==> src/core/rtc_pkg.sv <==
// Constants for the reset time-out and cause tracker
package rtc_pkg;
  localparam int unsigned CLK_HZ = 100_000_000;
  // Power-up delay in microseconds, rounded down to whole cycles
  localparam int unsigned POWER_UP_TIMER_US = 72_000;
  localparam int unsigned POWER_UP_TIMER_CYC = POWER_UP_TIMER_US * (CLK_HZ / 1_000_000);
  localparam int POWER_UP_TIMER_W = 23;
  localparam int unsigned OST_PERIODS = 1024;
  localparam int OST_W = 11;

  localparam logic [7:0] ADDR_STATUS = 8'h03;
  localparam logic [7:0] ADDR_INTCTL = 8'h0B;
  localparam logic [7:0] ADDR_OPTION = 8'h81;
  localparam logic [7:0] ADDR_DIR = 8'h86;
  localparam logic [7:0] ADDR_CAUSE = 8'h8E;
  localparam logic [7:0] ADDR_EVT_STAT = 8'h90;
  localparam logic [7:0] ADDR_EVT_CLR = 8'h91;
  localparam logic [7:0] ADDR_EVT_EN = 8'h92;

  // Status bit positions
  localparam int ST_EXPIRY_N = 4;
  localparam int ST_SLEEP_N = 3;
  // Reset cause and interrupt control bit positions
  localparam int RC_BOR_N = 0;
  localparam int RC_POR_N = 1;
  localparam int RC_PER_N = 2;
  localparam int RC_PAR_EN = 7;
  localparam int INT_GIE = 7;

  localparam logic [7:0] STATUS_RST = 8'h18;
  localparam logic [7:0] OPTION_RST = 8'hFF;
  localparam logic [7:0] DIR_RST = 8'hFF;
  localparam logic [7:0] INTCTL_RST = 8'h00;
  localparam logic [2:0] CAUSE_RST = 3'h6;
  localparam logic [12:0] PC_RESET_VEC = 13'h0000;
  localparam logic [12:0] PC_IRQ_VEC = 13'h0004;

  localparam int EV_W = 7;

  typedef enum logic [1:0] {
    OSC_LP = 2'h0,
    OSC_XT = 2'h1,
    OSC_HS = 2'h2,
    OSC_RC = 2'h3
  } rtc_osc_t;

  typedef enum logic [2:0] {
    CZ_POR = 3'h0,
    CZ_BOR = 3'h1,
    CZ_EXT_RUN = 3'h2,
    CZ_EXT_SLEEP = 3'h3,
    CZ_WDT_RST = 3'h4,
    CZ_WDT_WAKE = 3'h5,
    CZ_PARITY = 3'h6,
    CZ_IRQ_WAKE = 3'h7
  } rtc_cause_t;

  typedef enum logic [1:0] {
    ST_POWER_UP_TIMER = 2'b00,
    ST_OST = 2'b01,
    ST_PIN = 2'b11,
    ST_RUN = 2'b10
  } rtc_state_t;
endpackage : rtc_pkg

==> src/core/rtc_top.sv <==
// Reset time-out sequencer and reset cause tracker
//
// The address-and-strobe port is this design's own decision.
`timescale 1ns/1ps
`default_nettype none
// What this block does
// - Power-up delay starts after power-on pulse ends; start-up count follows it.
// - Resistor-capacitor mode with power-up timer disabled gives no time-out on power-on.
// - Time-outs ignore the reset pin; execution starts when pin releases.
// - Crystal: delay plus 1024 periods on power-up/brown-out, 1024 on wake.
// - Brown-out clears cause bit 0; software sets it.
// - Power-on clears cause bit 1, others leave it; software sets it.
// - Parity error clears cause bit 2; power-on sets it.
// - Cause bit 7 mirrors parity-check enable and no reset changes it.
// - Each reset kind sets the cause and sleep/expiry flags as tabled.
// - Resets load program counter zero; wakes continue at next address.
// - Interrupt wake with global enable vectors to 0004h after one instruction.
// - Status register takes the tabled value for each reset kind.
// - Option and direction go all ones, interrupt control cleared (bit 0 kept on resets other than power-on); wakes keep them.
// - Interrupt wake keeps registers but sets the waking interrupt flags.
// - Start-up count only in crystal modes, after power-on, brown-out or wake.
// - Power-up timer runs when its configuration bit is clear.
// - Brown-out during the power-up delay restarts the delay.
module rtc_top
  import rtc_pkg::*;
#(
  parameter logic [POWER_UP_TIMER_W-1:0] POWER_UP_TIMER_CYCLES = POWER_UP_TIMER_W'(POWER_UP_TIMER_CYC),
  parameter logic [OST_W-1:0] OST_LEN = OST_W'(OST_PERIODS)
) (
  input wire logic clk,
  input wire logic rst_b,
  input wire logic por_pulse,
  input wire logic brown_out_det,
  input wire logic external_reset_pin_b,
  input wire logic watchdog_timeout,
  input wire logic osc_clk_in,
  input wire logic [1:0] osc_mode_cfg,
  input wire logic power_timer_disable_cfg,
  input wire logic parity_check_enable_cfg,
  input wire logic brownout_detect_enable_cfg,
  input wire logic parity_error,
  input wire logic sleep_enter,
  input wire logic irq_wake,
  input wire logic [7:0] irq_wake_flags,
  input wire logic [12:0] pc_current,
  input wire logic [7:0] addr,
  input wire logic [7:0] wdata,
  input wire logic wr_en,
  input wire logic rd_en,
  output logic [7:0] rdata,
  output logic core_reset,
  output logic core_hold,
  output logic pc_load,
  output logic [12:0] pc_value,
  output logic irq_vector_after,
  output logic irq_out
);
  logic por_s;
  logic bor_s;
  logic pin_s;
  logic wdt_s;
  logic osc_s;
  logic [4:0] cfg_s;
  logic wdt_d_reg;
  logic osc_d_reg;
  logic sleeping_reg;
  rtc_state_t state_reg;
  rtc_cause_t cause_reg;
  logic need_power_up_timer_reg;
  logic need_ost_reg;
  logic [7:0] status_reg;
  logic [2:0] cause_bits_reg;
  logic [7:0] option_reg;
  logic [7:0] dir_reg;
  logic [7:0] intctl_reg;
  logic [EV_W-1:0] evt_stat_reg;
  logic [EV_W-1:0] evt_en_reg;
  logic power_up_timer_done;
  logic ost_done;
  logic ev_valid;
  rtc_cause_t ev_cause;
  logic crystal;
  logic wdt_edge;
  logic osc_tick;
  logic is_wake;
  logic in_timer;
  logic sw_wr_status;
  logic sw_wr_cause;

  // Pins and the oscillator come from outside the clock domain
  rtc_sync #(.WIDTH(1), .INIT(1'b1)) u_sync_por (
    .clk(clk), .rst_b(rst_b), .d(por_pulse), .q(por_s));
  rtc_sync #(.WIDTH(1), .INIT(1'b0)) u_sync_bor (
    .clk(clk), .rst_b(rst_b), .d(brown_out_det), .q(bor_s));
  rtc_sync #(.WIDTH(1), .INIT(1'b0)) u_sync_pin (
    .clk(clk), .rst_b(rst_b), .d(external_reset_pin_b), .q(pin_s));
  rtc_sync #(.WIDTH(1), .INIT(1'b0)) u_sync_wdt (
    .clk(clk), .rst_b(rst_b), .d(watchdog_timeout), .q(wdt_s));
  rtc_sync #(.WIDTH(1), .INIT(1'b0)) u_sync_osc (
    .clk(clk), .rst_b(rst_b), .d(osc_clk_in), .q(osc_s));
  rtc_sync #(.WIDTH(5), .INIT(5'h00)) u_sync_cfg (
    .clk(clk), .rst_b(rst_b),
    .d({osc_mode_cfg, power_timer_disable_cfg, parity_check_enable_cfg, brownout_detect_enable_cfg}),
    .q(cfg_s));

  always_ff @(posedge clk or negedge rst_b)
  begin
    if (!rst_b)
    begin
      wdt_d_reg <= 1'b0;
      osc_d_reg <= 1'b0;
    end
    else
    begin
      wdt_d_reg <= wdt_s;
      osc_d_reg <= osc_s;
    end
  end

  assign wdt_edge = wdt_s && !wdt_d_reg;
  // One oscillator period per rising edge; the oscillator must be below half of clk
  assign osc_tick = osc_s && !osc_d_reg;
  assign crystal = (rtc_osc_t'(cfg_s[4:3]) != OSC_RC);
  assign is_wake = (cause_reg == CZ_WDT_WAKE) || (cause_reg == CZ_IRQ_WAKE);
  assign in_timer = (state_reg == ST_POWER_UP_TIMER) || (state_reg == ST_OST);

  // Supply events win at any time; the rest only while running or asleep
  always_comb
  begin
    ev_valid = 1'b1;
    ev_cause = CZ_POR;
    if (por_s)
      ev_cause = CZ_POR;
    else if (bor_s && cfg_s[0])
      ev_cause = CZ_BOR;
    else if (state_reg != ST_RUN)
      ev_valid = 1'b0;
    else if (!pin_s)
      ev_cause = sleeping_reg ? CZ_EXT_SLEEP : CZ_EXT_RUN;
    else if (parity_error && cfg_s[1] && !sleeping_reg)
      ev_cause = CZ_PARITY;
    else if (wdt_edge)
      ev_cause = sleeping_reg ? CZ_WDT_WAKE : CZ_WDT_RST;
    else if (irq_wake && sleeping_reg)
      ev_cause = CZ_IRQ_WAKE;
    else
      ev_valid = 1'b0;
  end

  rtc_delay #(.WIDTH(POWER_UP_TIMER_W), .LEN(POWER_UP_TIMER_CYCLES)) u_power_up_timer (
    .clk(clk), .rst_b(rst_b), .restart(ev_valid || (state_reg != ST_POWER_UP_TIMER)),
    .tick(1'b1), .done(power_up_timer_done));
  rtc_delay #(.WIDTH(OST_W), .LEN(OST_LEN)) u_ost (
    .clk(clk), .rst_b(rst_b), .restart(ev_valid || (state_reg != ST_OST)),
    .tick(osc_tick), .done(ost_done));

  always_ff @(posedge clk or negedge rst_b)
  begin
    if (!rst_b)
    begin
      state_reg <= ST_POWER_UP_TIMER;
      cause_reg <= CZ_POR;
      need_power_up_timer_reg <= 1'b0;
      need_ost_reg <= 1'b0;
    end
    else if (ev_valid)
    begin
      state_reg <= ST_POWER_UP_TIMER;
      cause_reg <= ev_cause;
      need_power_up_timer_reg <= ((ev_cause == CZ_POR) && !cfg_s[2]) || (ev_cause == CZ_BOR);
      need_ost_reg <= crystal && ((ev_cause == CZ_POR) || (ev_cause == CZ_BOR)
        || (ev_cause == CZ_WDT_WAKE) || (ev_cause == CZ_IRQ_WAKE));
    end
    else
    begin
      unique case (state_reg)
        ST_POWER_UP_TIMER:
          if (!need_power_up_timer_reg || power_up_timer_done)
            state_reg <= ST_OST;
        ST_OST:
          if (!need_ost_reg || ost_done)
            state_reg <= ST_PIN;
        ST_PIN:
          if (pin_s)
            state_reg <= ST_RUN;
        ST_RUN:
          state_reg <= ST_RUN;
      endcase
    end
  end

  // Core is held for every state short of running; reset is asserted too except after wakes
  always_ff @(posedge clk or negedge rst_b)
  begin
    if (!rst_b)
    begin
      core_reset <= 1'b1;
      core_hold <= 1'b1;
    end
    else
    begin
      core_reset <= ev_valid ? !((ev_cause == CZ_WDT_WAKE) || (ev_cause == CZ_IRQ_WAKE))
        : (core_reset && !(state_reg == ST_PIN && pin_s));
      core_hold <= ev_valid || (core_hold && !(state_reg == ST_PIN && pin_s));
    end
  end

  always_ff @(posedge clk or negedge rst_b)
  begin
    if (!rst_b)
    begin
      pc_load <= 1'b0;
      pc_value <= PC_RESET_VEC;
      irq_vector_after <= 1'b0;
    end
    else
    begin
      pc_load <= !ev_valid && (state_reg == ST_PIN) && pin_s;
      if (!ev_valid && (state_reg == ST_PIN) && pin_s)
      begin
        pc_value <= is_wake ? (pc_current + 13'h0001) : PC_RESET_VEC;
        irq_vector_after <= (cause_reg == CZ_IRQ_WAKE) && intctl_reg[INT_GIE];
      end
    end
  end

  // Sleep entry clears the sleep flag and sets the expiry flag
  always_ff @(posedge clk or negedge rst_b)
  begin
    if (!rst_b)
      sleeping_reg <= 1'b0;
    else if (ev_valid)
      sleeping_reg <= 1'b0;
    else if (sleep_enter && (state_reg == ST_RUN))
      sleeping_reg <= 1'b1;
  end

  assign sw_wr_status = wr_en && (addr == ADDR_STATUS);
  assign sw_wr_cause = wr_en && (addr == ADDR_CAUSE);

  // Flags 4:3 are hardware-owned; a reset event beats a same-cycle write
  always_ff @(posedge clk or negedge rst_b)
  begin
    if (!rst_b)
      status_reg <= STATUS_RST;
    else if (ev_valid)
    begin
      unique case (ev_cause)
        CZ_POR: status_reg <= STATUS_RST;
        CZ_EXT_RUN: status_reg <= {3'h0, status_reg[4:0]};
        CZ_EXT_SLEEP: status_reg <= {5'h02, status_reg[2:0]};
        CZ_WDT_RST: status_reg <= {5'h01, status_reg[2:0]};
        CZ_WDT_WAKE: status_reg <= {status_reg[7:5], 2'b00, status_reg[2:0]};
        CZ_BOR, CZ_PARITY: status_reg <= {5'h03, status_reg[2:0]};
        CZ_IRQ_WAKE: status_reg <= {status_reg[7:5], 2'b10, status_reg[2:0]};
      endcase
    end
    else if (sleep_enter && (state_reg == ST_RUN))
    begin
      status_reg[ST_EXPIRY_N] <= 1'b1;
      status_reg[ST_SLEEP_N] <= 1'b0;
    end
    else if (sw_wr_status)
      status_reg <= {wdata[7:5], status_reg[4:3], wdata[2:0]};
  end

  // Hardware clears beat a same-cycle software write
  always_ff @(posedge clk or negedge rst_b)
  begin
    if (!rst_b)
      cause_bits_reg <= CAUSE_RST;
    else
    begin
      if (sw_wr_cause)
        cause_bits_reg <= wdata[2:0];
      if (ev_valid && (ev_cause == CZ_POR))
      begin
        cause_bits_reg[RC_POR_N] <= 1'b0;
        cause_bits_reg[RC_PER_N] <= 1'b1;
        if (sw_wr_cause)
          cause_bits_reg[RC_BOR_N] <= wdata[RC_BOR_N];
        else
          cause_bits_reg[RC_BOR_N] <= cause_bits_reg[RC_BOR_N];
      end
      else if (ev_valid && (ev_cause == CZ_BOR))
        cause_bits_reg[RC_BOR_N] <= 1'b0;
      else if (ev_valid && (ev_cause == CZ_PARITY))
        cause_bits_reg[RC_PER_N] <= 1'b0;
    end
  end

  always_ff @(posedge clk or negedge rst_b)
  begin
    if (!rst_b)
    begin
      option_reg <= OPTION_RST;
      dir_reg <= DIR_RST;
    end
    else if (ev_valid && !((ev_cause == CZ_WDT_WAKE) || (ev_cause == CZ_IRQ_WAKE)))
    begin
      option_reg <= OPTION_RST;
      dir_reg <= DIR_RST;
    end
    else
    begin
      if (wr_en && (addr == ADDR_OPTION))
        option_reg <= wdata;
      if (wr_en && (addr == ADDR_DIR))
        dir_reg <= wdata;
    end
  end

  always_ff @(posedge clk or negedge rst_b)
  begin
    if (!rst_b)
      intctl_reg <= INTCTL_RST;
    else if (ev_valid && (ev_cause == CZ_POR))
      intctl_reg <= INTCTL_RST;
    else if (ev_valid && !((ev_cause == CZ_WDT_WAKE) || (ev_cause == CZ_IRQ_WAKE)))
      intctl_reg <= {INTCTL_RST[7:1], intctl_reg[0]};
    else if (ev_valid && (ev_cause == CZ_IRQ_WAKE))
      intctl_reg <= intctl_reg | irq_wake_flags;
    else if (wr_en && (addr == ADDR_INTCTL))
      intctl_reg <= wdata;
  end

  // Sticky event bits: a new event beats a same-cycle clear
  always_ff @(posedge clk or negedge rst_b)
  begin
    if (!rst_b)
      evt_stat_reg <= '0;
    else
    begin
      if (wr_en && (addr == ADDR_EVT_CLR))
        evt_stat_reg <= evt_stat_reg & ~wdata[EV_W-1:0];
      // Interrupt wake has no status bit; its code would index past the top
      if (ev_valid && (ev_cause != CZ_POR) && (ev_cause != CZ_IRQ_WAKE))
        evt_stat_reg[ev_cause[2:0]] <= 1'b1;
      else if (ev_valid && (ev_cause == CZ_POR))
        evt_stat_reg[0] <= 1'b1;
    end
  end

  always_ff @(posedge clk or negedge rst_b)
  begin
    if (!rst_b)
      evt_en_reg <= '0;
    else if (wr_en && (addr == ADDR_EVT_EN))
      evt_en_reg <= wdata[EV_W-1:0];
  end

  always_ff @(posedge clk or negedge rst_b)
  begin
    if (!rst_b)
      irq_out <= 1'b0;
    else
      irq_out <= |(evt_stat_reg & evt_en_reg);
  end

  // Read data stands one cycle after the strobe, zero otherwise
  always_ff @(posedge clk or negedge rst_b)
  begin
    if (!rst_b)
      rdata <= 8'h00;
    else if (!rd_en)
      rdata <= 8'h00;
    else
    begin
      unique case (addr)
        ADDR_STATUS: rdata <= status_reg;
        ADDR_CAUSE: rdata <= {cfg_s[1], 4'h0, cause_bits_reg};
        ADDR_OPTION: rdata <= option_reg;
        ADDR_DIR: rdata <= dir_reg;
        ADDR_INTCTL: rdata <= intctl_reg;
        ADDR_EVT_STAT: rdata <= {1'b0, evt_stat_reg};
        ADDR_EVT_EN: rdata <= {1'b0, evt_en_reg};
        default: rdata <= 8'h00;
      endcase
    end
  end
endmodule : rtc_top
`default_nettype wire

==> src/core/rtc_sync.sv <==
// Two-stage synchroniser for asynchronous levels
`timescale 1ns/1ps
`default_nettype none
module rtc_sync #(
  parameter int WIDTH = 1,
  parameter logic [WIDTH-1:0] INIT = '0
) (
  input wire logic clk,
  input wire logic rst_b,
  input wire logic [WIDTH-1:0] d,
  output logic [WIDTH-1:0] q
);
  logic [WIDTH-1:0] meta_reg;

  always_ff @(posedge clk or negedge rst_b)
  begin
    if (!rst_b)
    begin
      meta_reg <= INIT;
      q <= INIT;
    end
    else
    begin
      meta_reg <= d;
      q <= meta_reg;
    end
  end
endmodule : rtc_sync
`default_nettype wire

==> src/core/rtc_delay.sv <==
// Up-counter that reports when a fixed number of ticks has passed
`timescale 1ns/1ps
`default_nettype none
module rtc_delay #(
  parameter int WIDTH = 11,
  parameter logic [WIDTH-1:0] LEN = '1
) (
  input wire logic clk,
  input wire logic rst_b,
  input wire logic restart,
  input wire logic tick,
  output logic done
);
  logic [WIDTH-1:0] cnt_reg;

  always_ff @(posedge clk or negedge rst_b)
  begin
    if (!rst_b)
      cnt_reg <= '0;
    else if (restart)
      cnt_reg <= '0;
    else if (tick && (cnt_reg != LEN))
      cnt_reg <= cnt_reg + 1'b1;
  end

  assign done = (cnt_reg == LEN);
endmodule : rtc_delay
`default_nettype wire

==> config.mk <==
export PLATFORM = sky130hd
export DESIGN_NAME = rtc_top
export DESIGN_NICKNAME = d
export VERILOG_FILES = /design/src/core/rtc_pkg.sv /design/src/core/rtc_top.sv /design/src/core/rtc_sync.sv /design/src/core/rtc_delay.sv
export SDC_FILE = /design/constraint.sdc
export NUM_CORES = 1
export LEC_CHECK = 0
export BUFFER_PORTS_ARGS = -buffer_cell sky130_fd_sc_hd__buf_2
export CAP_MARGIN = 20
export CORE_ASPECT_RATIO = 1.2
export CORE_MARGIN = 2
export CORE_UTILIZATION = 50
export DETAILED_ROUTE_END_ITERATION = 10
export GPL_TIMING_DRIVEN = 0
export PLACE_DENSITY = 0.7
export SLEW_MARGIN = 10
export SYNTH_ARGS = -nofsm -noshare
export SYNTH_HDL_FRONTEND = slang
export SYNTH_SLANG_ARGS = --single-unit
==> constraint.sdc <==
create_clock -name clk -period 2.9 [get_ports clk]
set_input_delay 0.87 -clock clk [delete_from_list [all_inputs] [get_ports clk]]
set_output_delay 0.87 -clock clk [all_outputs]
set_load 0.02 [all_outputs]
==> impl_results.html <==
<table>
<tr><th>Metric</th><th>Value</th></tr>
<tr><th colspan="2">Outcome</th></tr>
<tr><td>Status</td><td>completed</td></tr>
<tr><th colspan="2">STA</th></tr>
<tr><td>Final setup violation count</td><td>0</td></tr>
<tr><td>Actual transition at the worst max-transition pin</td><td>690 ps</td></tr>
<tr><td>Min cycle time layout</td><td>2250 ps</td></tr>
<tr><td>Worst clock skew on the final layout</td><td>11.3 ps</td></tr>
<tr><td>Worst rel slew slack</td><td>0.537</td></tr>
<tr><td>Post-route fraction of the period consumed by the critical path</td><td>0.775</td></tr>
<tr><td>Achievable frequency</td><td>0.445 GHz</td></tr>
<tr><td>Fin. max-slew vios</td><td>0</td></tr>
<tr><td>Hold Fails Final Rpt</td><td>0</td></tr>
<tr><td>RSZ-0062 raised after global routing</td><td>false</td></tr>
<tr><th colspan="2">Clock network</th></tr>
<tr><td>Clock Root Buffer</td><td>sky130_fd_sc_hd__clkbuf_16</td></tr>
<tr><td>TritonCTS clock tree</td><td>yes</td></tr>
<tr><td>Bufs on Longest Clock Path</td><td>2</td></tr>
<tr><td>Post-CTS sizing</td><td>0</td></tr>
<tr><td>Post-CTS Hold Buffers</td><td>0</td></tr>
<tr><td>Latest clock arrival within the worst-skew pair</td><td>430 ps</td></tr>
<tr><td>CTS clk-pin slew, worst paths</td><td>60 ps</td></tr>
<tr><td>CTS Buf Count</td><td>17</td></tr>
<tr><td>Clock sink count</td><td>139</td></tr>
<tr><td>Number of buffers added for setup after CTS</td><td>0</td></tr>
<tr><td># H-tree levels</td><td>4</td></tr>
<tr><th colspan="2">Final layout</th></tr>
<tr><td>Antenna fix cells</td><td>0</td></tr>
<tr><td>Final design instance area without fill</td><td>7760 sq um</td></tr>
<tr><td>Max reg flops</td><td>23</td></tr>
<tr><td>Share of post-route cells with drive strength above 1</td><td>0.247</td></tr>
<tr><td>Nets@finish</td><td>772</td></tr>
<tr><td>Synthesis-to-finish area growth</td><td>19.6%</td></tr>
<tr><td>Filler Cell Count</td><td>1041</td></tr>
<tr><th colspan="2">Global route</th></tr>
<tr><td>First-pass GRT wire length</td><td>25700 um</td></tr>
<tr><td>Vias in the first global route</td><td>5191</td></tr>
<tr><td>Global route overflow</td><td>0</td></tr>
<tr><td>Total track usage</td><td>0.241</td></tr>
<tr><td>Initial antenna violation count</td><td>0</td></tr>
<tr><td>Maximum number of pins on one net before global-route repair</td><td>77</td></tr>
<tr><th colspan="2">Pwr</th></tr>
<tr><td>Total net switching power</td><td>1.21 mW</td></tr>
<tr><td>Switching Fraction</td><td>0.243</td></tr>
<tr><td>Pleak</td><td>3.51 nW</td></tr>
<tr><td>Combinational cell fraction of total power</td><td>0.098</td></tr>
<tr><td>Internal</td><td>3.75 mW</td></tr>
<tr><td>Power density over the cells</td><td>639 nW/um^2</td></tr>
<tr><td>Post-layout power</td><td>4.96 mW</td></tr>
<tr><td>Part of the total power dissipated in the clock network</td><td>0.470</td></tr>
<tr><td>Worst-case vdd ir drop</td><td>341 uV</td></tr>
<tr><td>Fraction of power consumed by sequential logic</td><td>0.432</td></tr>
<tr><th colspan="2">Die</th></tr>
<tr><td>Effective utilization at floorplan</td><td>0.512</td></tr>
<tr><td>Number of I/O pins</td><td>80</td></tr>
<tr><td>Number of core rows</td><td>45</td></tr>
<tr><td>Die area</td><td>13900 sq um</td></tr>
<tr><td>Height of the die</td><td>129 um</td></tr>
<tr><td>Die span in x</td><td>108 um</td></tr>
<tr><td>Standard cell core area</td><td>12700 sq um</td></tr>
<tr><th colspan="2">Synthesis</th></tr>
<tr><td>Net count after synthesis</td><td>674</td></tr>
<tr><td>Yosys warns</td><td>0</td></tr>
<tr><td>Combinational family with the most area after synthesis</td><td>simple AND/OR/NAND/NOR gates</td></tr>
<tr><td>Simple logic cell fraction of the synthesized area</td><td>0.196</td></tr>
<tr><td>Biggest area contributors in the synthesized netlist</td><td>sky130_fd_sc_hd__dfrtp_1 (44%), sky130_fd_sc_hd__dfstp_2 (9.7%), sky130_fd_sc_hd__nand2_1 (4.9%)</td></tr>
<tr><td>Post-synthesis share of cell area spent on xor and xnor gates</td><td>0.0567</td></tr>
<tr><td>Gate count after technology mapping</td><td>615</td></tr>
<tr><td>Share of the yosys chip area belonging to registers</td><td>0.540</td></tr>
<tr><td>Cell with the most instances after synthesis</td><td>sky130_fd_sc_hd__dfrtp_1</td></tr>
<tr><td>Count of cell types in the netlist</td><td>69</td></tr>
<tr><td>Seq cells post-synth</td><td>139</td></tr>
<tr><td>Share of synthesized cell area in full adder, half adder and majority cells</td><td>0.00964</td></tr>
<tr><td>Ys async rst share</td><td>1.00</td></tr>
<tr><td>Dominant register cell in the synthesized netlist</td><td>sky130_fd_sc_hd__dfrtp_1</td></tr>
<tr><td>Mux contribution to synthesized area</td><td>0.0449</td></tr>
<tr><td>Share of the synthesized area in the top cell type</td><td>0.443</td></tr>
<tr><td>Count of flip-flops with a built-in enable after synthesis</td><td>0</td></tr>
<tr><td>Synth Cell Area</td><td>6490 sq um</td></tr>
<tr><td>Top cells by count, synth</td><td>sky130_fd_sc_hd__dfrtp_1 (115), sky130_fd_sc_hd__nand2_1 (85), sky130_fd_sc_hd__nor2_1 (52)</td></tr>
<tr><td>Library cell occupying the most area in the post-synthesis netlist</td><td>sky130_fd_sc_hd__dfrtp_1</td></tr>
<tr><td>Post-synthesis compound-gate area fraction</td><td>0.128</td></tr>
<tr><td>Mean instance size in the synthesized netlist</td><td>10.6 sq um</td></tr>
<tr><th colspan="2">Placement</th></tr>
<tr><td>Port Buffers</td><td>78</td></tr>
<tr><td>Routability cong.</td><td>0.938</td></tr>
<tr><td>HPWL after DPL</td><td>11000 um</td></tr>
<tr><td>Cell area reported after detailed placement</td><td>7120 sq um</td></tr>
<tr><th colspan="2">Drt</th></tr>
<tr><td>Routed wire length per instance</td><td>17.5 um</td></tr>
<tr><td>Via count</td><td>5097</td></tr>
<tr><td>Total wire length</td><td>15500 um</td></tr>
<tr><td>Violation count after the first detailed-routing iteration</td><td>402</td></tr>
<tr><td>Per-cell via count in the routed design</td><td>5.73</td></tr>
<tr><td>Number of nets with antenna violations after detailed routing</td><td>0</td></tr>
<tr><td>Number of detailed-route iterations in the first pass</td><td>7</td></tr>
<tr><td>DRC violation count after routing</td><td>0</td></tr>
<tr><th colspan="2">Flow run</th></tr>
<tr><td>Maximum capacitance violations</td><td>0</td></tr>
<tr><th colspan="2">Worst hold path</th></tr>
<tr><td>Tightest Hold Check Type</td><td>reg2reg</td></tr>
<tr><th colspan="2">Worst setup path</th></tr>
<tr><td>Crit path arrival time</td><td>2590 ps</td></tr>
<tr><td>Required time of the critical path</td><td>3240 ps</td></tr>
<tr><td>Kind of start point of the critical path</td><td>input port</td></tr>
<tr><td>Biggest fanout along the worst timing path</td><td>10</td></tr>
<tr><td>Start-to-end type of the worst setup path</td><td>in2reg</td></tr>
<tr><td>Critical Path Sink Type</td><td>register</td></tr>
</table>
[layout make-up]
class	count	area, sq um	share of cell area
timing repair buffer	79	424	0.0546
clock inverter	10	163	0.0209
clock buffer	21	480	0.0619
tap	164	205	0.0264
buffer	24	111	0.0143
sequential	139	3510	0.452
inverter	12	45.0	0.00580
multi-input combinational	440	2830	0.364
[logic make-up (layout without fill, tap and decap cells)]
group | count (synthesis) | count (layout)
buf+inv | 36 | 146
compound gates | 112 | 112
fa+ha+maj | 5 | 5
mux | 28 | 28
simple gates | 253 | 253
xor+xnor | 42 | 42
flops | 139 | 139
[critical path: stages]
cell and delay (ps):
sky130_fd_sc_hd__buf_2 110, sky130_fd_sc_hd__nor3b_1 290, sky130_fd_sc_hd__and4b_1 230, sky130_fd_sc_hd__buf_2 160, sky130_fd_sc_hd__buf_2 240, sky130_fd_sc_hd__nand2_1 320
sky130_fd_sc_hd__mux2i_1 270, sky130_fd_sc_hd__nand2_1 80
[layer usage]
metal  track usage  wire length [um]  up-vias
met5             0                 0        -
met4         0.121               556        0
met3        0.0588              1060       45
met2         0.410              7810      198
met1         0.286              6090     2477
li1              -                 -     2377
[worst paths after layout]
path,startpoint,to,slack (ps),depth (start not counted)
setup / recovery,addr[5],dir_reg[3],650,8
hold / removal,u_sync_cfg.meta_reg[1],u_sync_cfg.q[1],350,0
setup reg to reg,u_sync_por.q,pc_value[10],790,7
hold reg to reg,u_sync_cfg.meta_reg[1],u_sync_cfg.q[1],350,0
max in group asynchronous,rst_b,u_sync_por.q,1650,2
min in group asynchronous,rst_b,intctl_reg[2],440,1
[through the flow]
stage               setup TNS [ps]  setup slack, ps  std cells   util  hold WS [ps]
floorplan                        0              722        615      -           331
global placement            -95250             -826        857  0.560           333
detailed placement               0              255        858  0.562           335
CTS                              0              674        889  0.613           347
global route                     0              460        889  0.613           351
finish                           0              654        889  0.613           346
[layout by cell type (no fill, tap or decap), drive strengths merged, types with 14 or more instances in the layout]
cell type	n
xor2	22
a22oi	14
nor2	53
buf	92
xnor2	20
a21oi	16
o21ai	33
clkbuf	32
mux2i	19
dfrtp	115
nand3	47
nand2	86
dfstp	24
[power groups by stage]
| stage | logic, mW | clock network (mW) | registers (mW) |
|---|---|---|---|
| after CTS | 0.489 | 2.36 | 2.14 |
| final | 0.486 | 2.33 | 2.14 |
| after global routing | 0.537 | 2.45 | 2.16 |
| after global placement | 0.469 | 0 | 2.16 |
| after detailed placement | 0.489 | 0 | 2.16 |
| after floorplan | 0.201 | 0 | 2.22 |
No activity file was read; power rests on OpenSTA's default activity.
